==> config.mk <==
export PLATFORM = sky130hd
export DESIGN_NAME = sapb_regs
export DESIGN_NICKNAME = d
export VERILOG_FILES = /design/src/core/sapb_pkg.sv /design/src/core/sapb_regs.sv /design/src/core/sapb_regword.sv
export VERILOG_INCLUDE_DIRS = /design/src /design/src/core
export SDC_FILE = /design/constraint.sdc
export NUM_CORES = 1
export LEC_CHECK = 0
export ABC_AREA = 1
export BUFFER_PORTS_ARGS = -buffer_cell sky130_fd_sc_hd__clkbuf_2
export CORE_ASPECT_RATIO = 0.6
export CORE_MARGIN = 5
export CORE_UTILIZATION = 35
export CTS_BUF_LIST = sky130_fd_sc_hd__clkbuf_8
export CTS_CLUSTER_DIAMETER = 100
export DETAILED_ROUTE_END_ITERATION = 7
export HOLD_SLACK_MARGIN = 0.03
export SYNTH_ARGS = -nofsm -noshare
export SYNTH_HDL_FRONTEND = slang
export SYNTH_SLANG_ARGS = --single-unit
==> constraint.sdc <==
create_clock -name clk -period 3.3 [get_ports clk]
set_clock_uncertainty 0.05 [all_clocks]
set_input_delay 0.99 -clock clk [delete_from_list [all_inputs] [get_ports clk]]
set_output_delay 0.99 -clock clk [all_outputs]
set_load 0.05 [all_outputs]
==> src/core/sapb_consts.svh <==
`ifndef SAPB_CONSTS_SVH
`define SAPB_CONSTS_SVH

// ************************************************************
// register indices (byte address is four times the index)
// ************************************************************
`define SAPB_IDX_CORE_POWER 7'h28
`define SAPB_IDX_CORE_SLOPE 7'h29
`define SAPB_IDX_FE_POWER 7'h30
`define SAPB_IDX_REF_POWER 7'h40
`define SAPB_IDX_REF_TRIM 7'h41
`define SAPB_IDX_FE_TRIM 7'h42
`define SAPB_IDX_COLSEL_TRIM 7'h43

// ************************************************************
// reset values
// ************************************************************
`define SAPB_RST_CORE_POWER 16'h0000
`define SAPB_RST_CORE_SLOPE 16'h0b5a
`define SAPB_RST_FE_POWER 16'h0000
`define SAPB_RST_REF_POWER 16'h0000
`define SAPB_RST_REF_TRIM 16'h888b
`define SAPB_RST_FE_TRIM 16'h53c8
`define SAPB_RST_COLSEL_TRIM 16'h8888

// ************************************************************
// implemented bits of each word, the rest read as zero
// ************************************************************
`define SAPB_MSK_CORE_POWER 16'h0007
`define SAPB_MSK_CORE_SLOPE 16'hffff
`define SAPB_MSK_FE_POWER 16'h0001
`define SAPB_MSK_REF_POWER 16'h0001
`define SAPB_MSK_REF_TRIM 16'hffff
`define SAPB_MSK_FE_TRIM 16'h7fff
`define SAPB_MSK_COLSEL_TRIM 16'hffff

// ************************************************************
// field positions
// ************************************************************
`define SAPB_BIT_CORE_PWR 0
`define SAPB_BIT_MUX_PWR 1
`define SAPB_BIT_COLBIAS_EN 2
`define SAPB_FLD_DS_LO 0
`define SAPB_FLD_TS_LO 4
`define SAPB_BIT_FE_PWR 0
`define SAPB_BIT_BANDGAP_PWR 0
`define SAPB_BIT_EXTRES 0
`define SAPB_FLD_PRECHG_LO 4
`define SAPB_FLD_COLBIAS_LO 8
`define SAPB_FLD_PUMP_LO 12
`define SAPB_FLD_FECUR_LO 0
`define SAPB_FLD_CONVREF_LO 4
`define SAPB_FLD_AMPREF_LO 8
`define SAPB_FLD_STAGE1_LO 0
`define SAPB_FLD_STAGE2_LO 4
`define SAPB_TRIM_W 4
`define SAPB_AMPREF_W 7

// ************************************************************
// bus answers
// ************************************************************
`define SAPB_RESP_OKAY 2'h0
`define SAPB_RESP_DECERR 2'h3
`define SAPB_RDATA_PAD 16'h0000

`endif

==> src/core/sapb_pkg.sv <==
`default_nettype none

package sapb_pkg;

    localparam int SAPB_NREGS = 7;
    localparam int SAPB_WORD_W = 16;
    localparam int SAPB_IDX_W = 7;

    typedef logic [SAPB_WORD_W-1:0] sapb_word_t;
    typedef logic [SAPB_NREGS-1:0] sapb_sel_t;

    typedef enum logic [1:0] {
        SAPB_ST_IDLE = 2'b01,
        SAPB_ST_ANSWER = 2'b10
    } sapb_state_e;

endpackage : sapb_pkg

`default_nettype wire

==> src/core/sapb_regs.sv <==
// Chosen here: the Avalon-MM register port.
`default_nettype none
`include "sapb_consts.svh"

// How it works
// - word0 bit1 powers column multiplexer up/down
// - word0 bit2 enables column bias
// - slope word bits 3:0 double-slope level, reset 0xA
// - slope word bits 7:4 triple-slope level, reset 0x5
// - front-end word bit0 powers eight converters
// - bias power bit0 powers bandgap reference
// - trim bit0 selects external resistor, reset 1
// - precharge, column bias, pump trims, each 0x8
// - front-end, converter and amplifier reference trims
// - multiplexer stage one and two trims
// - word0 bit0 powers the image core
module sapb_regs
    import sapb_pkg::*;
#(
    parameter int ADDR_W = 10
) (
    input wire logic clk,
    input wire logic resetn,
    input wire logic [ADDR_W-1:0] address,
    input wire logic read,
    input wire logic write,
    input wire logic [31:0] writedata,
    input wire logic [3:0] byteenable,
    output logic [31:0] readdata,
    output logic waitrequest,
    output logic [1:0] response,
    output logic image_core_power_up,
    output logic column_mux_power_up,
    output logic column_bias_enable,
    output logic [3:0] double_slope_level,
    output logic [3:0] triple_slope_level,
    output logic frontend_power_up,
    output logic bandgap_power_up,
    output logic external_resistor_select,
    output logic [3:0] column_precharge_trim,
    output logic [3:0] column_bias_trim,
    output logic [3:0] pump_current_trim,
    output logic [3:0] frontend_current_trim,
    output logic [3:0] converter_reference_trim,
    output logic [6:0] amplifier_reference_trim,
    output logic [3:0] column_select_stage_one_trim,
    output logic [3:0] column_select_stage_two_trim
);

    // ************************************************************
    // elaboration checks
    // ************************************************************
    // the highest index needs seven bits above the two byte bits
    if (ADDR_W < SAPB_IDX_W + 2) begin : g_addr_check
        $error("sapb_regs: ADDR_W too small for the register map");
    end

    // ************************************************************
    // register map tables
    // ************************************************************
    localparam logic [SAPB_IDX_W-1:0] IDX [SAPB_NREGS] = '{
        `SAPB_IDX_CORE_POWER, `SAPB_IDX_CORE_SLOPE, `SAPB_IDX_FE_POWER,
        `SAPB_IDX_REF_POWER, `SAPB_IDX_REF_TRIM, `SAPB_IDX_FE_TRIM,
        `SAPB_IDX_COLSEL_TRIM
    };
    localparam sapb_word_t RST [SAPB_NREGS] = '{
        `SAPB_RST_CORE_POWER, `SAPB_RST_CORE_SLOPE, `SAPB_RST_FE_POWER,
        `SAPB_RST_REF_POWER, `SAPB_RST_REF_TRIM, `SAPB_RST_FE_TRIM,
        `SAPB_RST_COLSEL_TRIM
    };
    localparam sapb_word_t MSK [SAPB_NREGS] = '{
        `SAPB_MSK_CORE_POWER, `SAPB_MSK_CORE_SLOPE, `SAPB_MSK_FE_POWER,
        `SAPB_MSK_REF_POWER, `SAPB_MSK_REF_TRIM, `SAPB_MSK_FE_TRIM,
        `SAPB_MSK_COLSEL_TRIM
    };

    // slots in the tables above
    localparam int R_CORE_POWER = 0;
    localparam int R_CORE_SLOPE = 1;
    localparam int R_FE_POWER = 2;
    localparam int R_REF_POWER = 3;
    localparam int R_REF_TRIM = 4;
    localparam int R_FE_TRIM = 5;
    localparam int R_COLSEL_TRIM = 6;

    // ************************************************************
    // decode helpers
    // ************************************************************
    // one-hot select; all zero when the address hits no register
    // or is not word aligned
    function automatic sapb_sel_t decode(input logic [ADDR_W-1:0] a);
        sapb_sel_t s;
        s = '0;
        for (int i = 0; i < SAPB_NREGS; i++) begin
            if (a[1:0] == 2'b00 &&
                a[ADDR_W-1:2] == (ADDR_W-2)'(IDX[i])) begin
                s[i] = 1'b1;
            end
        end
        return s;
    endfunction : decode

    function automatic sapb_word_t pick(input sapb_sel_t s,
                                        input sapb_word_t w [SAPB_NREGS]);
        sapb_word_t r;
        r = '0;
        for (int i = 0; i < SAPB_NREGS; i++) begin
            if (s[i]) begin
                r = w[i];
            end
        end
        return r;
    endfunction : pick

    // ************************************************************
    // bus handshake
    // ************************************************************
    sapb_state_e state_q;
    sapb_sel_t sel_q;
    logic write_q;
    logic [1:0] be_q;
    sapb_word_t wdata_q;
    sapb_word_t word [SAPB_NREGS];
    logic [SAPB_NREGS-1:0] we;

    // every access costs one wait cycle: the request is caught first,
    // then answered; read data is decoded from the live address at that catching edge
    always_ff @(posedge clk or negedge resetn) begin
        if (!resetn) begin
            state_q <= SAPB_ST_IDLE;
        end else begin
            unique case (state_q)
                SAPB_ST_IDLE: begin
                    if (read || write) begin
                        state_q <= SAPB_ST_ANSWER;
                    end
                end
                SAPB_ST_ANSWER: begin
                    state_q <= SAPB_ST_IDLE;
                end
                default: begin
                    state_q <= SAPB_ST_IDLE;
                end
            endcase
        end
    end

    always_ff @(posedge clk or negedge resetn) begin
        if (!resetn) begin
            sel_q <= '0;
            write_q <= 1'b0;
            be_q <= 2'b00;
            wdata_q <= '0;
        end else if (state_q == SAPB_ST_IDLE && (read || write)) begin
            sel_q <= decode(address);
            write_q <= write;
            be_q <= byteenable[1:0];
            wdata_q <= writedata[15:0];
        end
    end

    // waitrequest drops for exactly the answer cycle
    always_ff @(posedge clk or negedge resetn) begin
        if (!resetn) begin
            waitrequest <= 1'b1;
        end else begin
            waitrequest <= !(state_q == SAPB_ST_IDLE && (read || write));
        end
    end

    always_ff @(posedge clk or negedge resetn) begin
        if (!resetn) begin
            readdata <= '0;
            response <= `SAPB_RESP_OKAY;
        end else if (state_q == SAPB_ST_IDLE && (read || write)) begin
            // unmapped reads return zero with a decode error
            readdata <= {`SAPB_RDATA_PAD,
                         read ? pick(decode(address), word) : 16'h0000};
            response <= (decode(address) == '0) ? `SAPB_RESP_DECERR
                                                : `SAPB_RESP_OKAY;
        end
    end

    // ************************************************************
    // register words
    // ************************************************************
    // the write lands at the edge where waitrequest is seen low
    assign we = (state_q == SAPB_ST_ANSWER && write_q) ? sel_q : '0;

    for (genvar i = 0; i < SAPB_NREGS; i++) begin : g_word
        // stores every documented field, reserved ones too
        sapb_regword #(
            .RESET(RST[i]),
            .MASK(MSK[i])
        ) u_word (
            .clk(clk),
            .resetn(resetn),
            .we(we[i]),
            .be(be_q),
            .wdata(wdata_q),
            .q(word[i])
        );
    end

    // ************************************************************
    // control outputs, straight from the register flops
    // ************************************************************
    // reserved fields are written back as read; the block does not
    // police them, but they drive no control output, so a careless write stays off the analog side
    always_comb begin
        image_core_power_up =
            word[R_CORE_POWER][`SAPB_BIT_CORE_PWR];
        column_mux_power_up =
            word[R_CORE_POWER][`SAPB_BIT_MUX_PWR];
        column_bias_enable =
            word[R_CORE_POWER][`SAPB_BIT_COLBIAS_EN];
        double_slope_level = word[R_CORE_SLOPE]
            [`SAPB_FLD_DS_LO +: `SAPB_TRIM_W];
        triple_slope_level = word[R_CORE_SLOPE]
            [`SAPB_FLD_TS_LO +: `SAPB_TRIM_W];
        frontend_power_up =
            word[R_FE_POWER][`SAPB_BIT_FE_PWR];
        bandgap_power_up =
            word[R_REF_POWER][`SAPB_BIT_BANDGAP_PWR];
        external_resistor_select =
            word[R_REF_TRIM][`SAPB_BIT_EXTRES];
        column_precharge_trim = word[R_REF_TRIM]
            [`SAPB_FLD_PRECHG_LO +: `SAPB_TRIM_W];
        column_bias_trim = word[R_REF_TRIM]
            [`SAPB_FLD_COLBIAS_LO +: `SAPB_TRIM_W];
        pump_current_trim = word[R_REF_TRIM]
            [`SAPB_FLD_PUMP_LO +: `SAPB_TRIM_W];
        frontend_current_trim = word[R_FE_TRIM]
            [`SAPB_FLD_FECUR_LO +: `SAPB_TRIM_W];
        converter_reference_trim = word[R_FE_TRIM]
            [`SAPB_FLD_CONVREF_LO +: `SAPB_TRIM_W];
        amplifier_reference_trim = word[R_FE_TRIM]
            [`SAPB_FLD_AMPREF_LO +: `SAPB_AMPREF_W];
        column_select_stage_one_trim = word[R_COLSEL_TRIM]
            [`SAPB_FLD_STAGE1_LO +: `SAPB_TRIM_W];
        column_select_stage_two_trim = word[R_COLSEL_TRIM]
            [`SAPB_FLD_STAGE2_LO +: `SAPB_TRIM_W];
    end

endmodule : sapb_regs

`default_nettype wire

==> src/core/sapb_regword.sv <==
`default_nettype none

module sapb_regword
    import sapb_pkg::*;
#(
    parameter sapb_word_t RESET = 16'h0000,
    parameter sapb_word_t MASK = 16'hffff
) (
    input wire logic clk,
    input wire logic resetn,
    input wire logic we,
    input wire logic [1:0] be,
    input wire sapb_word_t wdata,
    output sapb_word_t q
);

    // ************************************************************
    // byte-lane merge
    // ************************************************************
    function automatic sapb_word_t merge(input sapb_word_t old,
                                         input sapb_word_t nw,
                                         input logic [1:0] lanes);
        sapb_word_t r;
        r = old;
        if (lanes[0]) begin
            r[7:0] = nw[7:0];
        end
        if (lanes[1]) begin
            r[15:8] = nw[15:8];
        end
        return r & MASK;
    endfunction : merge

    // unimplemented bits never hold a one, so they read back as zero
    always_ff @(posedge clk or negedge resetn) begin
        if (!resetn) begin
            q <= RESET & MASK;
        end else if (we) begin
            q <= merge(q, wdata, be);
        end
    end

endmodule : sapb_regword

`default_nettype wire

==> results of run 1 <==
[power breakdown]
| group | total (uW) | leakage, uW | switching, uW | internal (uW) |
|---|---|---|---|---|
| clock | 1080 | 0.000191 | 547 | 531 |
| combinational | 1300 | 0.00122 | 1020 | 282 |
| sequential | 1850 | 0.00145 | 152 | 1700 |
| total | 4230 | 0.00285 | 1720 | 2510 |
[how the worst max path moves through the flow]
stage	start	endpoint	slack, ps	cells past startpoint
floorplan	address[1]	readdata[11]	1230	7
global placement	address[2]	readdata[11]	600	7
detailed placement	address[2]	readdata[11]	580	7
CTS	g_word[4].u_word.q[7]	column_precharge_trim[3]	950	1
global route	g_word[4].u_word.q[0]	external_resistor_select	910	1
finish	g_word[4].u_word.q[0]	external_resistor_select	960	1
[cell usage in the layout (no fill, tap or decap), types with 12 or more instances in the layout]
| cell type | netlist | final |
|---|---|---|
| dfstp_2 | 26 | 26 |
| inv_1 | 34 | 42 |
| o221ai_1 | 12 | 12 |
| clkbuf_2 | 0 | 98 |
| nand3_1 | 28 | 28 |
| conb_1 | 1 | 16 |
| nand2_1 | 155 | 155 |
| o21ai_0 | 59 | 59 |
| dfrtp_1 | 88 | 88 |
| nor2_1 | 13 | 13 |
| o21ai_1 | 40 | 39 |
| clkbuf_8 | 0 | 19 |
| and3_1 | 12 | 12 |
[kinds of logic after synthesis]
group                  share of synthesized area
AND/OR/NAND/NOR                            0.199
flip-flops                                 0.548
AO/OA/AOI/OAI                              0.140
other                                   0.000713
buffers and inverters                      0.112
[flip-flops by register name (all words and copies together), names as in the netlist]
register         flops
wdata_q             16
waitrequest          1
sel_q                7
be_q                 2
readdata            16
state_q              2
response             1
g_word.u_word.q     68
write_q              1
[routing by layer]
metal / track usage / wire length, um / up-vias
met5: 0 / 0 / -
met4: 0.0475 / 139 / 0
met3: 0.0611 / 1070 / 19
met2: 0.221 / 5910 / 167
met1: 0.247 / 7190 / 2042
li1: - / - / 1990
[stage by stage]
| stage | total power [uW] | setup WS (ps) | instances | util | instance area, sq um |
|---|---|---|---|---|---|
| after floorplan | 2840 | 1230 | 591 | - | 5320 |
| after global placement | 3150 | 602 | 828 | 0.390 | 5690 |
| after detailed placement | 3180 | 579 | 828 | 0.390 | 5690 |
| after CTS | 4270 | 948 | 860 | 0.412 | 6010 |
| after global routing | 4490 | 910 | 860 | 0.412 | 6010 |
| final | 4230 | 962 | 860 | 0.412 | 6010 |
[area by class of cell]
| class | instances | area, sq um |
|---|---|---|
| Clock buffer | 19 | 262 |
| Clock inverter | 13 | 60.1 |
| Fill cell | 1490 | 8580 |
| Inverter | 38 | 145 |
| Multi-Input combinational cell | 372 | 1850 |
| Sequential cell | 114 | 2890 |
| Tap cell | 198 | 248 |
| Timing Repair Buffer | 106 | 563 |
==> metrics.md, run 1 <==
| Metric | Value |
|---|---|
| Final Critical Period | `~2300 ps` |
| Setup TNS Final | `0 ps` |
| DP Wirelength | `10200 um` |
| Root buffer selected by CTS | `clkbuf_8` |
| CP Launch Type | `flop` |
| Largest net degree at the start of global routing | `54` |
| First-pass DRT Iterations | `5` |
| Top cells by count, synth | `nand2_1, dfrtp_1, o21ai_0` |
| Final setup viols | `0` |
| Synth area leader | `dfrtp_1` |
| Layout area overhead | `14.2%` |
| Vias in the first global route | `4074` |
| Post-synth EDFFs | `0` |
| WP data required | `2260 ps` |
| Initial antenna violation count | `0` |
| Core Area | `~0.015 sq mm` |
| Pwr dens | `just over 700 mW/mm^2` |
| Initial DRC Count | `548` |
| Post-synthesis cell type count | `34` |
| Ys Warns | `0` |
| Final WL | `14300 um` |
| Seq/Total Area, Yosys | `0.548` |
| Final nets | `about 700` |
| Post-route ant nets | `0` |
| Worst min-delay path category | `reg2reg` |
| DIE AREA | `0.0177 sq mm` |
| # clock sinks | `between 100 and 150` |
| Fmax | `0.428 GHz` |
| Min Hold Slack | `between 400 and 500 ps` |
| WHS Endpoint | `g_word[2].u_word.q[0]` |
| Layout cells sized above 1 | `0.281` |
| Drt wl/cell | `16.6 um` |
| Crit-path slowest cell | `dfstp_2` |
| Antenna diodes | `0` |
| Worst hold start | `sel_q[2]` |
| Most numerous cell in the Yosys netlist | `nand2_1` |
| Final RePlAce weighted congestion | `~0.83` |
| Worst reg2reg startpoint | `state_q[0]` |
| Main flop type after synthesis | `dfrtp_1` |
| Post-CTS Setup Inserts | `0` |
| # IOs | `134` |
| Leak pwr | `0.00285 uW` |
| Routed vias | `4218` |
| Post-route DRC | `0` |
| Slew @ Worst Pin | `roughly 1000 ps` |
| Clock Latency Late Sink | `430 ps` |
| CP Cell Sequence | `clkbuf_2` |
| Final hold viol count | `0` |
| CTS clk-pin slew, worst paths | `roughly 60 ps` |
| Chip Height | `approximately 100 um` |
| Worst reg-to-reg path cell count | `6` |
| Htree depth | `4` |
| Flop2flop setup slack | `1120 ps` |
| CP arrival | `between 1000 and 1500 ps` |
| Worst VDD drop | `0.293 mV` |
| Max Cap Viol | `0` |
| TritonCTS clock tree | `built` |
| Yosys reg bits | `114` |
| Port Buffers | `99` |
| Post-CTS Resized | `0` |
| Ys async rst share | `1.00` |
| CP endpoint kind | `output port` |
| Hold-fix buffers, CTS | `0` |
| Critical path's top delay family | `flip-flops` |
| Leading post-synthesis cells by cell area | `dfrtp_1, dfstp_2, nand2_1` |
| Cell Rows | `34` |
| Die X | `168 um` |
| RR Endpoint | `readdata[9]` |
| Post-Syn Area per Cell | `a little over 9 sq um` |
| GR Util All Layers | `0.165` |
| Number of buffers created by CTS | `17` |
| Vias/cell | `4.90` |
| Initial core utilization | `0.361` |
| Hold Path Depth | `1` |
| Final Cycle Share | `0.708` |
| Share of the synthesized area in the top cell type | `0.419` |
| Post-synthesis cell count | `576` |
| Crit path buf inv count | `1` |
| Relative slew slack | `0.303` |
| GRT Residual Overflow | `0` |
| First-pass GRT wire length | `22800 um` |
| Critical path peak fanout | `3` |
| CP peak stage delay | `around 580 ps` |
| Outcome | `complete, no violations` |
| Crit Path Category | `reg2out` |
| Final Max Tran Viols | `0` |
| Max Buffers Root-to-Sink | `2` |
| RSZ-0062 raised after global routing | `false` |
| Post-Syn Area | `0.00526 sq mm` |
No activity file was read; power rests on OpenSTA's default activity.
==> run 2, diff against run 1 <==
==> constraint.sdc (replaced) <==
create_clock -name clk -period 2.3 [get_ports clk]
set_clock_uncertainty 0.05 [all_clocks]
set_input_delay 0.69 -clock clk [delete_from_list [all_inputs] [get_ports clk]]
set_output_delay 0.69 -clock clk [all_outputs]
set_load 0.05 [all_outputs]
==> run 2 against run 1 <==
  * Sequential share of layout area is 1.7 points lower
  * Die area stayed put
  * Largest power group unchanged
  * Critical endpoint unchanged
  * Final cell count is 1.0% higher
  * Sequential power is 44% higher
  * Combinational power is 45% higher
  * Utilization is 1.5 points higher
  * Wire length is 2.5% higher
==> metrics.md, run 2 (synthesis gave the netlist of run 1 again) <==
| Metric | Value |
|---|---|
| TritonCTS clock tree | `built` |
| Worst VDD drop | `0.604 mV (+110%)` |
| Post-route ant nets | `0 (unchanged)` |
| Outcome | `complete, no violations` |
| RR Endpoint | `g_word[6].u_word.q[6]` |
| Number of buffers created by CTS | `17 (unchanged)` |
| First-pass GRT wire length | `23500 um (+3.3%)` |
| CP arrival | `1290 ps (about the same)` |
| Final WL | `14700 um (+2.5%)` |
| RSZ-0062 raised after global routing | `false` |
| Final nets | `708 (+1.3%)` |
| Fmax | `0.493 GHz` |
| Final Critical Period | `2030 ps` |
| Final Cell Area | `0.00622 sq mm (+3.6%)` |
| CP peak stage delay | `570 ps (about the same)` |
| DIE AREA | `0.0177 sq mm (unchanged)` |
| Critical path's top delay family | `flip-flops` |
| CP Cell Sequence | `clkbuf_2` |
| CP endpoint kind | `output port` |
| Relative slew slack | `0.292 (-0.0107)` |
| Layout area overhead | `18.3%` |
| Final RePlAce weighted congestion | `0.864 (+4.6%)` |
| WP data required | `1560 ps (-700 ps)` |
| First-pass DRT Iterations | `4 (-1)` |
| Final Max Tran Viols | `0 (unchanged)` |
| Clock Latency Late Sink | `430 ps (about the same)` |
| Max FFs per register | `68 (unchanged)` |
| # clock sinks | `114 (unchanged)` |
| Largest registers | `g_word.u_word.q x68, readdata x16, wdata_q x16` |
| Routed vias | `4225 (+0.17%)` |
| Crit path buf inv count | `1 (unchanged)` |
| Worst reg-to-reg path cell count | `5 (-1)` |
| Crit-path slowest cell | `dfstp_2` |
| CTS clk-pin slew, worst paths | `70 ps (about the same)` |
| Max Buffers Root-to-Sink | `2 (unchanged)` |
| Commonest non-fill, non-tap cell in the layout | `nand2_1` |
| Final hold viol count | `0 (unchanged)` |
| Drt wl/cell | `16.9 um (+1.4%)` |
| Critical path peak fanout | `3 (unchanged)` |
| Largest net degree at the start of global routing | `41 (-24%)` |
| Crit Path Category | `reg2out` |
| Placed inst area | `0.00577 sq mm (+1.4%)` |
| Post-route DRC | `0 (unchanged)` |
| Max Cap Viol | `0 (unchanged)` |
| Core Area | `0.0146 sq mm (unchanged)` |
| Fillers | `1435 (-3.7%)` |
| # IOs | `134 (unchanged)` |
| Placed Cells | `837 (+1.1%)` |
| Worst reg2reg startpoint | `state_q[0]` |
| Port Buffers | `99 (unchanged)` |
| Pwr dens | `1070 mW/mm^2 (+53%)` |
| Vias in the first global route | `4296 (+5.4%)` |
| Utilization after layout | `0.427 (+0.0147)` |
| Cell Rows | `34 (unchanged)` |
| Flop2flop setup slack | `390 ps (-730 ps)` |
| Chip Height | `105 um (unchanged)` |
| Tot Pwr | `6690 uW (+58%)` |
| Finished Layout Cells | `869 (+1.0%)` |
| Antenna diodes | `0 (unchanged)` |
| Top reg by flops | `g_word.u_word.q` |
| Die X | `168 um (unchanged)` |
| Setup TNS Final | `0 ps (unchanged)` |
| Leak pwr | `0.00295 uW (+3.4%)` |
| CP Launch Type | `flop` |
| Final setup viols | `0 (unchanged)` |
| Worst min-delay path category | `in2async` |
| Initial antenna violation count | `0 (unchanged)` |
| GRT Residual Overflow | `0 (unchanged)` |
| Most frequent cells in the layout | `nand2_1, clkbuf_2, dfrtp_1` |
| Final Cycle Share | `0.882` |
| DP Wirelength | `10500 um (+3.6%)` |
| Root buffer selected by CTS | `clkbuf_8` |
| Vias/cell | `4.86 (-0.87%)` |
| Initial core utilization | `0.361 (unchanged)` |
| Layout cells sized above 1 | `0.298 (+0.0171)` |
| GR Util All Layers | `0.171 (+0.00560)` |
| Slew @ Worst Pin | `1060 ps (+16.0 ps)` |
| Initial DRC Count | `267 (-51%)` |
| Htree depth | `4 (unchanged)` |
| Hold-fix buffers, CTS | `0 (unchanged)` |
-- run 2: cell types whose count changed in the layout (fill, tap and decap cells not counted) --
cell | previous run | this run
buf_12 | 1 | 2
buf_4 | 7 | 15
bufinv_16 | 0 | 5
clkinv_2 | 5 | 6
clkinvlp_4 | 2 | 0
inv_1 | 42 | 37
inv_6 | 0 | 1
nor2_2 | 3 | 2
nor2_4 | 7 | 8
-- run 2: routing by layer --
metal	track usage	wire, um
met5	0	0
met4	0.0515	102
met3	0.0475	1070
met2	0.251	6360
met1	0.246	7130
-- run 2: repair_timing --
action | 4_1_cts | 5_1_grt
resized for setup | 0 | 1
endpoints found under the setup margin | 0 | 1
setup buffers | 0 | 0
-- run 2: where the power goes --
part	leakage, uW	switching (uW)	internal (uW)
Combinational	0.00126	1470	404
Sequential	0.00145	224	2440
Clock	0.000243	821	1330
Total	0.00295	2520	4170
-- run 2: worst max-delay path by stage --
stage,startpoint,end,cells after the start
2_1_floorplan,address[1],readdata[11],7
3_3_place_gp,address[2],readdata[7],7
3_5_place_dp,address[2],readdata[7],7
4_1_cts,state_q[0],readdata[9],6
5_1_grt,state_q[0],g_word[6].u_word.q[6],5
6_report,g_word[4].u_word.q[0],external_resistor_select,1
-- run 2: final cells by class --
class	instances	area, sq um	share of cell area
clock buffer	19	262	0.0420
clock inverter	13	190	0.0306
inverter	38	145	0.0233
multi-input combinational	372	1850	0.297
sequential	114	2890	0.464
tap	198	248	0.0398
timing repair buffer	115	643	0.103
-- run 2: metrics by stage --
stage | setup WS [ps] | hold slack, ps
after floorplan | 531 | 344
after global placement | -90.2 | 406
after detailed placement | -109 | 424
after CTS | 152 | 126
after global routing | 215 | 149
final | 271 | 149
==> run 3, diff against run 2 <==
==> constraint.sdc (replaced) <==
create_clock -name clk -period 2.5 [get_ports clk]
set_clock_uncertainty 0.05 [all_clocks]
set_input_delay 0.75 -clock clk [delete_from_list [all_inputs] [get_ports clk]]
set_output_delay 0.75 -clock clk [all_outputs]
set_load 0.05 [all_outputs]
==> run 3 against run 2 <==
  * Design area is 0.50% lower
  * Power is 7.5% lower
  * Sequential power is 8.3% lower
  * Die area stayed put
  * Non-clock buffer count is 5 lower
  * Final cell count is 0.58% lower
  * Register-to-register slack better by 250 ps
  * Highest routed layer unchanged
  * Global-route usage is 0.38 points lower
  * Critical path depth is 6 higher
  * Wire length is 1.3% lower
  * Combinational power is 8% lower
  * Sequential share of layout area is 0.23 points higher
==> metrics.md, run 3 (synthesis gave the netlist of run 1 again) <==
| Metric | Value |
|---|---|
| Layout area overhead | `17.7%` |
| GRT Residual Overflow | `0 (unchanged)` |
| Crit. path cell count | `7 (+6)` |
| Flop2flop setup slack | `640 ps (+250 ps)` |
| Crit-path slowest cell | `nor2_1` |
| Critical path's top delay family | `simple AND/OR/NAND/NOR gates` |
| Outcome | `complete, no violations` |
| Core Area | `0.0146 sq mm (unchanged)` |
| Chip Height | `105 um (unchanged)` |
| GR Util All Layers | `0.167 (-0.00382)` |
| Die X | `168 um (unchanged)` |
| Critical Path Most Common Cell | `nor2_1` |
| CP arrival | `2400 ps (+1110 ps)` |
| Clock Latency Late Sink | `420 ps (about the same)` |
| Commonest non-fill, non-tap cell in the layout | `nand2_1` |
| Slew @ Worst Pin | `1150 ps (+91.3 ps)` |
| Post-route DRC | `0 (unchanged)` |
| CP Cell Sequence | `clkbuf_2, inv_1, nand4_1, nor2_1, nor2_1, and3_1, o21ai_1` |
| Hold-fix buffers, CTS | `0 (unchanged)` |
| Crit. Startpoint | `address[2]` |
| Post-CTS Setup Inserts | `0 (unchanged)` |
| Max FFs per register | `68 (unchanged)` |
| First-pass GRT wire length | `23100 um (-1.7%)` |
| DIE AREA | `0.0177 sq mm (unchanged)` |
| Leak pwr | `0.00293 uW (-0.81%)` |
| Min Hold Slack | `111 ps (-38.0 ps)` |
| Port Buffers | `99 (unchanged)` |
| Pwr dens | `999 mW/mm^2 (-7.0%)` |
| Initial core utilization | `0.361 (unchanged)` |
| Critical path peak fanout | `14 (+11)` |
| Final setup viols | `0 (unchanged)` |
| TritonCTS clock tree | `built` |
| Worst VDD drop | `0.419 mV (-31%)` |
| Max Cap Viol | `0 (unchanged)` |
| Final Cycle Share | `0.860` |
| WP data required | `2750 ps (+1190 ps)` |
| Finished Layout Cells | `864 (-0.58%)` |
| Dpl ws | `-32.0 ps (+76.8 ps)` |
| Root buffer selected by CTS | `clkbuf_8` |
| Htree depth | `4 (unchanged)` |
| Placed inst area | `0.00573 sq mm (-0.65%)` |
| Vias in the first global route | `4156 (-3.3%)` |
| # clock sinks | `114 (unchanged)` |
| Largest net degree at the start of global routing | `73 (+78%)` |
| Setup TNS Final | `0 ps (unchanged)` |
| Top reg by flops | `g_word.u_word.q` |
| CP Launch Type | `input pin` |
| Placed Cells | `832 (-0.60%)` |
| Layout cells sized above 1 | `0.293 (-0.00527)` |
| Setup ws final | `349 ps (+77.4 ps)` |
| Final RePlAce weighted congestion | `0.850 (-1.7%)` |
| Final hold viol count | `0 (unchanged)` |
| Drt wl/cell | `16.8 um (-0.72%)` |
| # IOs | `134 (unchanged)` |
| CTS clk-pin slew, worst paths | `70 ps (about the same)` |
| Largest registers | `g_word.u_word.q x68, readdata x16, wdata_q x16` |
| DP Wirelength | `10300 um (-2.7%)` |
| Crit path to | `readdata[12]` |
| First-pass DRT Iterations | `5 (+1)` |
| Post-route ant nets | `0 (unchanged)` |
| Fmax | `roughly 0.46 GHz` |
| Number of buffers created by CTS | `17 (unchanged)` |
| Relative slew slack | `0.231 (-0.0611)` |
| Post-CTS Resized | `0 (unchanged)` |
| Final WL | `14500 um (-1.3%)` |
| Worst reg-to-reg path cell count | `5 (unchanged)` |
| CP endpoint kind | `flop` |
| Max Buffers Root-to-Sink | `2 (unchanged)` |
| Initial DRC Count | `330 (+24%)` |
| RR Endpoint | `g_word[6].u_word.q[6]` |
| Final Cell Area | `0.00619 sq mm (-0.50%)` |
| CP peak stage delay | `870 ps (+300 ps)` |
| Worst reg2reg startpoint | `state_q[0]` |
| Final nets | `703 (-0.71%)` |
| Cell Rows | `34 (unchanged)` |
| Most frequent cells in the layout | `nand2_1, clkbuf_2, dfrtp_1` |
| Worst min-delay path category | `in2async` |
| Routed vias | `4221 (-0.095%)` |
| Crit path buf inv count | `2 (+1)` |
| Initial antenna violation count | `0 (unchanged)` |
| Final Max Tran Viols | `0 (unchanged)` |
| Crit Path Category | `in2reg` |
| Final Critical Period | `between 2000 and 2500 ps` |
| Antenna diodes | `0 (unchanged)` |
| RSZ-0062 raised after global routing | `false` |
| Vias/cell | `4.89 (+0.48%)` |
-- run 3: worst register-to-register path: stages, from the launching register on --
cell and delay [ps]:
dfstp_2 360, inv_1 80, nand3_1 130, nor2_2 360
nand2_1 480, o21ai_0 320
-- run 3: cell type report --
type	instances	area, sq um
well taps	198	248
clock inverters	12	188
repair buffers	110	606
inverters	38	145
flip-flops and latches	114	2890
fillers	1481	8400
clock buffers	20	275
multi-input cells	372	1850
-- run 3: worst min path at each step --
stage | endpoint | slack [ps] | depth (start not counted)
2_1_floorplan | write_q | 390 | 2
3_3_place_gp | write_q | 410 | 2
3_5_place_dp | g_word[6].u_word.q[13] | 420 | 2
4_1_cts | g_word[3].u_word.q[0] | 100 | 1
5_1_grt | response[0] | 90 | 1
6_report | g_word[3].u_word.q[0] | 110 | 1
-- run 3: report_power, final --
part | switching (uW) | total (uW) | internal (uW)
combinational | 1350 | 1730 | 387
clock | 759 | 2010 | 1250
sequential | 197 | 2440 | 2240
-- run 3: per-layer routing --
metal,part of all wire,vias to the layer above,global-route usage,routed length (um)
met4,0.0064,0,0.0388,93
met2,0.42,146,0.233,6110
met3,0.068,11,0.0562,986
met5,0,-,0,0
met1,0.50,2067,0.249,7280
li1,-,1997,-,-
-- run 3: per-stage QoR --
stage                     total power, uW   util
after floorplan                      3750      -
after global routing                 6540  0.424
after global placement               4170  0.393
after detailed placement             4220  0.393
after CTS                            6250  0.424
final                                6190  0.424
